$ cat config.mk
export PLATFORM = sky130hd
export DESIGN_NAME = dual_pll_clock_synth_control
export DESIGN_NICKNAME = d
export VERILOG_FILES = /design/src/common/clk_synth_pkg.sv /design/src/dual_pll_clock_synth_control.sv
export SDC_FILE = /design/constraint.sdc
export NUM_CORES = 1
export LEC_CHECK = 0
export ABC_CLOCK_PERIOD_IN_PS = 6200
export BUFFER_PORTS_ARGS = -buffer_cell sky130_fd_sc_hd__buf_2
export CORE_MARGIN = 4
export CORE_UTILIZATION = 30
export DETAILED_ROUTE_END_ITERATION = 8
export PLACE_DENSITY = 0.57
export RECOVER_POWER = 50
export SYNTH_ARGS = -nofsm -noshare
export SYNTH_HDL_FRONTEND = slang
export SYNTH_SLANG_ARGS = --single-unit
$ cat constraint.sdc
create_clock -name clock -period 6.2 [get_ports clock]
set_input_delay 0.62 -clock clock [delete_from_list [all_inputs] [get_ports clock]]
set_output_delay 0.62 -clock clock [all_outputs]
set_load 0.005 [all_outputs]
$ cat src/common/clk_synth_pkg.sv
// package: register map, field layout and reset words for the clock synthesizer control
package clk_synth_pkg;

    // ----------------------------------------------------------------
    // register indices (byte address = 4 * index is not used: plain port)
    // ----------------------------------------------------------------
    localparam logic [3:0] ADDR_PRESCALE_POSTDIV = 4'h0;  // prescale and post-divide
    localparam logic [3:0] ADDR_M_COUNT          = 4'h1;  // feedback count minus two
    localparam logic [3:0] ADDR_N_COUNT          = 4'h2;  // reference count minus two, commits
    localparam logic [3:0] ADDR_SELECT_POINTER   = 4'h3;  // synthesizer pointer
    localparam logic [3:0] ADDR_MISC_OUTPUT      = 4'h4;  // pixel clock select bits
    localparam logic [3:0] ADDR_MEM_WORD_STATUS  = 4'h5;  // committed memory word, low byte
    localparam logic [3:0] ADDR_PIX_WORD_STATUS  = 4'h6;  // committed pixel word, low byte
    localparam logic [3:0] ADDR_COMMIT_STATUS    = 4'h7;  // commit counters and last target

    // ----------------------------------------------------------------
    // field positions
    // ----------------------------------------------------------------
    localparam int PRESCALE_BIT     = 0;  // 0: divide by one, 1: divide by four
    localparam int POSTDIV_LSB      = 1;  // post-divide code bits 3:1
    localparam int POINTER_BIT      = 5;  // 0: memory synthesizer, 1: pixel synthesizer
    localparam int CLK_SEL_LSB      = 2;  // misc output bits 3:2

    // ----------------------------------------------------------------
    // divisor word layout, 18 bits: {post[2:0], prescale, n[6:0], m[6:0]}
    // ----------------------------------------------------------------
    localparam int WORD_W           = 18;
    localparam int COUNT_W          = 7;
    localparam int EFF_W            = 8;   // effective M or N after adding two
    localparam logic [7:0] COUNT_OFFSET = 8'h02;
    localparam logic [2:0] POSTDIV_MAX  = 3'h5;  // ratio 32

    // memory synthesizer reset: ref 14.31818, prescale 1, M 88, N 42 -> 120 MHz vco, /2
    localparam logic [2:0] MEM_RST_POST     = 3'h1;
    localparam logic       MEM_RST_PRESCALE = 1'b0;
    localparam logic [6:0] MEM_RST_M        = 7'h56;  // 88 - 2
    localparam logic [6:0] MEM_RST_N        = 7'h28;  // 42 - 2
    // pixel synthesizer reset: 25.175 MHz example word
    localparam logic [2:0] PIX_RST_POST     = 3'h1;
    localparam logic       PIX_RST_PRESCALE = 1'b0;
    localparam logic [6:0] PIX_RST_M        = 7'h4E;
    localparam logic [6:0] PIX_RST_N        = 7'h59;

    // pixel clock select codes
    typedef enum logic [1:0] {
        SEL_VGA_ZERO = 2'b00,
        SEL_VGA_ONE  = 2'b01,
        SEL_PROG     = 2'b10,
        SEL_RESERVED = 2'b11
    } clk_sel_t;

endpackage : clk_synth_pkg

$ cat src/dual_pll_clock_synth_control.sv
// dual synthesizer divisor-word control with pixel clock entry selection
//
// Summary of operation
// - eighteen-bit word per synthesizer, shared register set
// - pointer bit steers writes to memory/pixel synthesizer
// - bit zero picks reference prescale one or four
// - effective M is stored count plus two
// - effective N is stored count plus two
// - post-divide code gives ratios one to thirty-two
// - vco is ref*4*M over prescale*N
// - writing N count commits the whole word
// - post-divide change applies at commit, unsynchronised
// - memory synthesizer resets to 60 MHz word
// - entries zero and one fixed, two programmable
// - misc output bits 3:2 pick pixel entry
//
// The implementer's own choices: the register offsets and strobed register access.
`timescale 1ns/100ps
`default_nettype none

module dual_pll_clock_synth_control
    import clk_synth_pkg::*;
(
    input  wire logic       clock,
    input  wire logic       rst,
    // register port
    input  wire logic [3:0] reg_addr,
    input  wire logic [7:0] reg_wdata,
    input  wire logic       reg_write,
    input  wire logic       reg_read,
    output logic [7:0]      reg_rdata,
    // memory synthesizer settings towards the analog loop
    output logic            mem_prescale_select,
    output logic [7:0]      mem_m_eff,
    output logic [7:0]      mem_n_eff,
    output logic [2:0]      mem_post_code,
    output logic            mem_load,
    // pixel synthesizer settings towards the analog loop
    output logic            pix_prescale_select,
    output logic [7:0]      pix_m_eff,
    output logic [7:0]      pix_n_eff,
    output logic [2:0]      pix_post_code,
    output logic            pix_load,
    // pixel clock mux select
    output logic [1:0]      pixel_clock_sel,
    output logic            pixel_sel_reserved
);

    // ----------------------------------------------------------------
    // helpers
    // ----------------------------------------------------------------
    // stored count to effective divider value
    function automatic logic [7:0] eff_count(input logic [6:0] stored);
        eff_count = {1'b0, stored} + COUNT_OFFSET;
    endfunction : eff_count

    // word packing {post, prescale, n, m}
    function automatic logic [17:0] pack_word(input logic [7:0] pp, input logic [6:0] m,
                                              input logic [6:0] n);
        pack_word = {pp[POSTDIV_LSB +: 3], pp[PRESCALE_BIT], n, m};
    endfunction : pack_word

    // ----------------------------------------------------------------
    // staging registers (shared by both synthesizers)
    // ----------------------------------------------------------------
    logic [7:0]  pp_ff,   nxt_pp;     // prescale and post-divide staging
    logic [6:0]  m_ff,    nxt_m;      // M count staging
    logic [6:0]  n_ff,    nxt_n;      // last N count written
    logic        ptr_ff,  nxt_ptr;    // synthesizer pointer
    logic [1:0]  sel_ff,  nxt_sel;    // misc output clock select

    wire wr_pp  = reg_write && (reg_addr == ADDR_PRESCALE_POSTDIV);
    wire wr_m   = reg_write && (reg_addr == ADDR_M_COUNT);
    wire wr_n   = reg_write && (reg_addr == ADDR_N_COUNT);
    wire wr_ptr = reg_write && (reg_addr == ADDR_SELECT_POINTER);
    wire wr_sel = reg_write && (reg_addr == ADDR_MISC_OUTPUT);

    // next values for staging registers
    always_comb begin
        nxt_pp  = wr_pp  ? reg_wdata : pp_ff;
        nxt_m   = wr_m   ? reg_wdata[6:0] : m_ff;
        nxt_n   = wr_n   ? reg_wdata[6:0] : n_ff;
        nxt_ptr = wr_ptr ? reg_wdata[POINTER_BIT] : ptr_ff;
        nxt_sel = wr_sel ? reg_wdata[CLK_SEL_LSB +: 2] : sel_ff;
    end

    // registering, reset values leave the pointer on the memory synthesizer
    always_ff @(posedge clock) begin
        if (rst) begin
            pp_ff  <= 8'h00;
            m_ff   <= 7'h00;
            n_ff   <= 7'h00;
            ptr_ff <= 1'b0;
            sel_ff <= 2'h0;
        end else begin
            pp_ff  <= nxt_pp;
            m_ff   <= nxt_m;
            n_ff   <= nxt_n;
            ptr_ff <= nxt_ptr;
            sel_ff <= nxt_sel;
        end
    end

    // ----------------------------------------------------------------
    // committed words
    // ----------------------------------------------------------------
    logic [17:0] mem_word_ff, nxt_mem_word;   // active memory word
    logic [17:0] pix_word_ff, nxt_pix_word;   // active pixel word
    logic        mem_load_ff, nxt_mem_load;   // one-cycle load pulse
    logic        pix_load_ff, nxt_pix_load;
    logic [2:0]  mem_cnt_ff,  nxt_mem_cnt;    // commit counters, wrap
    logic [2:0]  pix_cnt_ff,  nxt_pix_cnt;
    logic        last_ff,     nxt_last;       // target of last commit
    logic [17:0] commit_word;

    // the N write itself carries the final field, so the word is built from the bus
    // data rather than n_ff; the loop starts seeking in the cycle after the N write
    always_comb begin
        commit_word  = pack_word(pp_ff, m_ff, reg_wdata[6:0]);
        nxt_mem_word = mem_word_ff;
        nxt_pix_word = pix_word_ff;
        nxt_mem_load = 1'b0;
        nxt_pix_load = 1'b0;
        nxt_mem_cnt  = mem_cnt_ff;
        nxt_pix_cnt  = pix_cnt_ff;
        nxt_last     = last_ff;
        if (wr_n) begin
            nxt_last = ptr_ff;
            if (ptr_ff) begin
                nxt_pix_word = commit_word;
                nxt_pix_load = 1'b1;
                nxt_pix_cnt  = pix_cnt_ff + 3'h1;
            end else begin
                nxt_mem_word = commit_word;
                nxt_mem_load = 1'b1;
                nxt_mem_cnt  = mem_cnt_ff + 3'h1;
            end
        end
    end

    // committed word registers, memory word defaults to 60 MHz
    always_ff @(posedge clock) begin
        if (rst) begin
            mem_word_ff <= {MEM_RST_POST, MEM_RST_PRESCALE, MEM_RST_N, MEM_RST_M};
            pix_word_ff <= {PIX_RST_POST, PIX_RST_PRESCALE, PIX_RST_N, PIX_RST_M};
            mem_load_ff <= 1'b0;
            pix_load_ff <= 1'b0;
            mem_cnt_ff  <= 3'h0;
            pix_cnt_ff  <= 3'h0;
            last_ff     <= 1'b0;
        end else begin
            mem_word_ff <= nxt_mem_word;
            pix_word_ff <= nxt_pix_word;
            mem_load_ff <= nxt_mem_load;
            pix_load_ff <= nxt_pix_load;
            mem_cnt_ff  <= nxt_mem_cnt;
            pix_cnt_ff  <= nxt_pix_cnt;
            last_ff     <= nxt_last;
        end
    end

    // ----------------------------------------------------------------
    // decoded loop settings, all registered
    // ----------------------------------------------------------------
    logic [7:0]  mem_m_ff, nxt_mem_m, mem_n_ff, nxt_mem_n;
    logic [7:0]  pix_m_ff, nxt_pix_m, pix_n_ff, nxt_pix_n;
    logic [2:0]  mem_p_ff, nxt_mem_p, pix_p_ff, nxt_pix_p;
    logic        mem_ps_ff, nxt_mem_ps, pix_ps_ff, nxt_pix_ps;

    // decode next committed words; codes above 101 are clamped to ratio 32 since
    // the divider has no larger stage. post code moves with the word, no sync
    always_comb begin
        nxt_mem_m  = eff_count(nxt_mem_word[6:0]);
        nxt_mem_n  = eff_count(nxt_mem_word[13:7]);
        nxt_mem_ps = nxt_mem_word[14];
        nxt_mem_p  = (nxt_mem_word[17:15] > POSTDIV_MAX) ? POSTDIV_MAX
                                                         : nxt_mem_word[17:15];
        nxt_pix_m  = eff_count(nxt_pix_word[6:0]);
        nxt_pix_n  = eff_count(nxt_pix_word[13:7]);
        nxt_pix_ps = nxt_pix_word[14];
        nxt_pix_p  = (nxt_pix_word[17:15] > POSTDIV_MAX) ? POSTDIV_MAX
                                                         : nxt_pix_word[17:15];
    end

    // registered loop settings; the analog loop computes ref*4*M/(ps*N)
    always_ff @(posedge clock) begin
        if (rst) begin
            mem_m_ff  <= eff_count(MEM_RST_M);
            mem_n_ff  <= eff_count(MEM_RST_N);
            mem_ps_ff <= MEM_RST_PRESCALE;
            mem_p_ff  <= MEM_RST_POST;
            pix_m_ff  <= eff_count(PIX_RST_M);
            pix_n_ff  <= eff_count(PIX_RST_N);
            pix_ps_ff <= PIX_RST_PRESCALE;
            pix_p_ff  <= PIX_RST_POST;
        end else begin
            mem_m_ff  <= nxt_mem_m;
            mem_n_ff  <= nxt_mem_n;
            mem_ps_ff <= nxt_mem_ps;
            mem_p_ff  <= nxt_mem_p;
            pix_m_ff  <= nxt_pix_m;
            pix_n_ff  <= nxt_pix_n;
            pix_ps_ff <= nxt_pix_ps;
            pix_p_ff  <= nxt_pix_p;
        end
    end

    // ----------------------------------------------------------------
    // pixel clock entry select
    // ----------------------------------------------------------------
    logic [1:0] vsel_ff, nxt_vsel;   // mux code
    logic       vres_ff, nxt_vres;   // reserved code seen

    // reserved code holds the programmable entry so the pixel clock never stops
    always_comb begin
        nxt_vres = 1'b0;
        unique case (clk_sel_t'(nxt_sel))
            SEL_VGA_ZERO: nxt_vsel = SEL_VGA_ZERO;
            SEL_VGA_ONE:  nxt_vsel = SEL_VGA_ONE;
            SEL_PROG:     nxt_vsel = SEL_PROG;
            SEL_RESERVED: begin
                nxt_vsel = SEL_PROG;
                nxt_vres = 1'b1;
            end
        endcase
    end

    always_ff @(posedge clock) begin
        if (rst) begin
            vsel_ff <= SEL_VGA_ZERO;
            vres_ff <= 1'b0;
        end else begin
            vsel_ff <= nxt_vsel;
            vres_ff <= nxt_vres;
        end
    end

    // ----------------------------------------------------------------
    // read port, data one cycle after the strobe
    // ----------------------------------------------------------------
    logic [7:0] rdata_ff, nxt_rdata;

    always_comb begin
        nxt_rdata = 8'h00;
        if (reg_read) begin
            unique case (reg_addr)
                ADDR_PRESCALE_POSTDIV: nxt_rdata = pp_ff;
                ADDR_M_COUNT:          nxt_rdata = {1'b0, m_ff};
                ADDR_N_COUNT:          nxt_rdata = {1'b0, n_ff};
                ADDR_SELECT_POINTER:   nxt_rdata = 8'(ptr_ff) << POINTER_BIT;
                ADDR_MISC_OUTPUT:      nxt_rdata = {4'h0, sel_ff, 2'h0};
                ADDR_MEM_WORD_STATUS:  nxt_rdata = mem_word_ff[7:0];
                ADDR_PIX_WORD_STATUS:  nxt_rdata = pix_word_ff[7:0];
                ADDR_COMMIT_STATUS:    nxt_rdata = {last_ff, pix_cnt_ff, 1'b0, mem_cnt_ff};
                default:               nxt_rdata = 8'h00;  // unmapped reads zero
            endcase
        end
    end

    always_ff @(posedge clock) begin
        if (rst) begin
            rdata_ff <= 8'h00;
        end else begin
            rdata_ff <= nxt_rdata;
        end
    end

    // ----------------------------------------------------------------
    // outputs straight from flip-flops
    // ----------------------------------------------------------------
    assign reg_rdata           = rdata_ff;
    assign mem_prescale_select = mem_ps_ff;
    assign mem_m_eff           = mem_m_ff;
    assign mem_n_eff           = mem_n_ff;
    assign mem_post_code       = mem_p_ff;
    assign mem_load            = mem_load_ff;
    assign pix_prescale_select = pix_ps_ff;
    assign pix_m_eff           = pix_m_ff;
    assign pix_n_eff           = pix_n_ff;
    assign pix_post_code       = pix_p_ff;
    assign pix_load            = pix_load_ff;
    assign pixel_clock_sel     = vsel_ff;
    assign pixel_sel_reserved  = vres_ff;

endmodule : dual_pll_clock_synth_control

`default_nettype wire

==> results.md <==
Global route:
- For this run, the total global-route usage over all layers was measured as 0.149.
- The initial antenna violation count is 0.
- Entering global routing, the biggest net connects 74 pins.
- The global-route wire length before repair is 20.9 mm.
- The via count of the first global-routing pass was 4028.
- The overall overflow remaining after global route is 0.

Critical path:
- The classification of the worst setup path is input pin to flop.
- For this run, the slowest stage of the critical path takes 1.02 ns.
- The kind of launch point of the worst setup path is an input pin.
- The critical path goes through clkbuf_1 > and4bb_1 > nand2_1 > mux2i_1 > inv_1 > ha_1 > o21ai_0 > xnor2_1 > nor2_1.
- The maximum fanout along the worst path is 29.
- The worst endpoint required time is 6.45 ns.
- The worst-path cell with the longest stage delay is nand2_1.
- The worst setup path is captured at a flop.
- Data arrives at the worst endpoint at between 3 and 4 ns.
- The reg2reg setup slack is 3.40 ns.

Logic synthesis:
- Counting instances in the post-synthesis netlist gives the leading cell types as dfxtp_1, nand2_1, nor2_1, a21oi_1, nand3_1.
- The register bit total from synthesis is 114.
- The mux share of post-synthesis cell area is 0.0954.
- The library cell with the largest summed area after synthesis is dfxtp_1.
- Of the post-synthesis cell area, the dominant cell type holds 0.485.
- The cell count after synthesis came out at 530.
- Of the total synthesized cell area, the portion taken by XOR and XNOR cells is 0.0372.
- The yosys synthesis warning count is 0.
- The netlist uses between 50 and 60 different library cells.
- The dominant register cell in the synthesized netlist is dfxtp_1.
- The adder-cell share of the synthesized area is 0.0159.
- For this run, the register share of the synthesized area comes to 0.485.
- The compound-gate portion of the synthesized area is 0.107.
- By area, the combinational part of the netlist is dominated by simple AND/OR/NAND/NOR gates.
- Sorting the synthesized cells by area gives the leading types as dfxtp_1, nand2_1, mux2i_1.
- The synthesized-area fraction occupied by and/or/nand/nor cells is 0.208.
- The mean area per synthesized cell is between 8 and 9 sq um.
- The most used standard cell by instance count after synthesis is dfxtp_1.
- The count of flip-flops with a built-in enable after synthesis is 0.
- The synthesized net count is approximately 550.
- The share of flip-flops with an asynchronous set or reset is 0.
- The cell area after synthesis is 0.00471 sq mm.

Power:
- In this run the power density over the cells is 314 mW/mm^2.
- The design draws 1.78 mW.
- The worst ir drop on vdd is 0.000169 V.
- The static leakage is 2.29 nW.

Worst hold path:
- The path class of the tightest hold or removal check is flop to flop.

Drt:
- The via count normalized by instance count is 4.82.
- The final layout contains routed wiring with a total length of 12.7 mm.
- The number of nets with antenna violations after detailed routing is 0.
- For this block, the via count after detailed routing is 3883.
- For this run, the detailed router's first-pass iteration total came to 5.
- After the first detailed-routing iteration, the DRC count stood at 230.
- In the final routed layout, each cell accounts on average for approximately 16 um.
- The remaining routing DRC violations is 0.

Placement:
- OpenSTA, run right after detailed placement, puts the worst setup slack at 3.00 ns.
- The quantity of I/O buffers inserted on ports is 68.
- Once detailed placement completed, the half-perimeter wirelength came to between 8 and 9 mm.
- The final weighted congestion of routability-driven global placement is approximately 0.9.

Final layout:
- The sequential cell area is 0.00228 sq mm.
- Relative to the synthesized area, the layout overhead comes to 20.4%.
- The share of the core filled with cells is 0.370.
- The number of nets in the layout is 605.
- The repair_antennas step left the layout with diodes totalling 0.
- Summing all multi-input logic gate instances after layout gives around 0.0022 sq mm.
- The fill cell total of the finished layout is around 1600.
- Of the cells placed in the final design, the portion with a size suffix greater than 1 is 0.143.

Timing:
- The portion of the clock cycle consumed by the worst path in the final layout is 0.560.
- The hold violation total from the final report came to 0.
- Once routing completed, OpenROAD measured the worst setup slack at 2.73 ns.
- Based on the critical path, the design can be clocked at up to 0.288 GHz.
- The headroom to the max-slew limit is 0.0774.
- The setup skew after layout is 0.0159 ns.
- At the pin with the least slew margin, the transition time is about 1.4 ns.
- Adding up every negative setup slack in the final design gives 0 ns.
- Setup violations remaining at the end of the flow were counted as 0.
- The final number of max-transition violations is 0.
- Setup repair after global routing left no endpoint under its margin.
- The post-route minimum period is roughly 3.5 ns.

Clock tree:
- The clock net sink count is 114.
- The clock latency at the later pin of the worst-skew pair is roughly 0.4 ns.
- Buffers inserted to repair hold after CTS numbered 0.
- The total CTS buffers is 17.
- Clock-pin slew was measured on the worst setup and hold paths at 0.05 ns.
- In this run the deepest clock path goes through 2 buffers.
- Gates resized during post-CTS repair numbered 0.
- The CTS tree is built.
- Once the clock tree was built, the setup fixing pass inserted 0 buffers.
- CTS built an H-tree with a depth of 4.
- Clock tree synthesis selected as its root buffer the cell clkbuf_16.

Run:
- The max-cap check violation count is 0.

Die:
- The core footprint is 0.0153 sq mm.
- The die span in y is 133 um.
- The die outline area is 0.0178 sq mm.
- The top-level port count is 69.
- The starting density of the core is 0.307.
- The floorplan has 45 rows.
- The horizontal die dimension is 133 um.

Outcome:
- The run finished with clean final reports.
==> where the power goes <==
group	switching (mW)	total, mW	internal (mW)
Combinational	0.0479	0.0697	0.0218
Sequential	0.00487	0.745	0.740
Clock	0.333	0.966	0.633
==> routing by layer <==
metal,global-route usage,wire length (um),up-vias
li1,-,-,1907
met1,0.181,5640,1834
met2,0.246,6120,124
met3,0.0506,768,18
met4,0.0571,209,0
met5,0,0,-
==> cell type report <==
cell class / count / share of cell area
clock buffer: 19 / 0.0781
clock inverter: 12 / 0.0247
inverter: 11 / 0.00728
multi-input combinational: 365 / 0.382
sequential: 114 / 0.403
tap: 211 / 0.0466
timing repair buffer: 74 / 0.0587
==> worst max-delay path, delay by kind of cell <==
kind / cells / cell delay [ns]
compound gates: 1 / 0.15
xor+xnor: 1 / 0.17
fa+ha+maj: 1 / 0.22
buf+inv: 2 / 0.82
mux: 1 / 0.33
simple gates: 3 / 1.40
==> cell usage in the layout (no fill, tap or decap), drive strengths merged, types with 3 or more instances in the layout <==
| cell type | n |
|---|---|
| a22oi | 5 |
| nand4 | 7 |
| xnor2 | 12 |
| bufinv | 3 |
| buf | 36 |
| ha | 6 |
| nor3 | 6 |
| clkinv | 9 |
| clkbuf | 57 |
| nor2b | 8 |
| nor2 | 46 |
| a211oi | 10 |
| dfxtp | 114 |
| o21ai | 15 |
| a21oi | 46 |
| nand3 | 36 |
| xor2 | 8 |
| inv | 9 |
| nand2 | 96 |
| mux2 | 8 |
| mux2i | 29 |
==> path summary, 6_finish.rpt <==
check                  start               to  cells after the start
max              reg_addr[2]     pix_n_eff[5]                      9
min          mem_word_ff[14]  mem_word_ff[14]                      2
max reg2reg           ptr_ff     pix_n_eff[5]                      8
min reg2reg  mem_word_ff[14]  mem_word_ff[14]                      2
==> flip-flops by register name, indices dropped and copies added, names as in the netlist, 8 cells and up <==
name         cells
pp_ff            8
reg_rdata        8
mem_word_ff     18
pix_word_ff     18
==> cell families (layout without fill, tap and decap cells) <==
| kind of cell | Yosys count | after routing |
|---|---|---|
| DFF | 114 | 114 |
| and+or+nand+nor | 214 | 214 |
| adders and majority gates | 6 | 6 |
| xor gates and xnor gates | 20 | 20 |
| muxes | 39 | 39 |
| buffers and inverters | 51 | 116 |
| AOI/OAI and AO/OA | 86 | 86 |
==> through the flow <==
stage	hold WS (ns)	cells	area, sq um
finish	0.456	806	5670
detailed placement	0.449	775	5160
global route	0.486	806	5670
floorplan	0.432	530	4710
global placement	0.448	775	5160
CTS	0.454	806	5740
No activity file was read; power rests on OpenSTA's default activity.
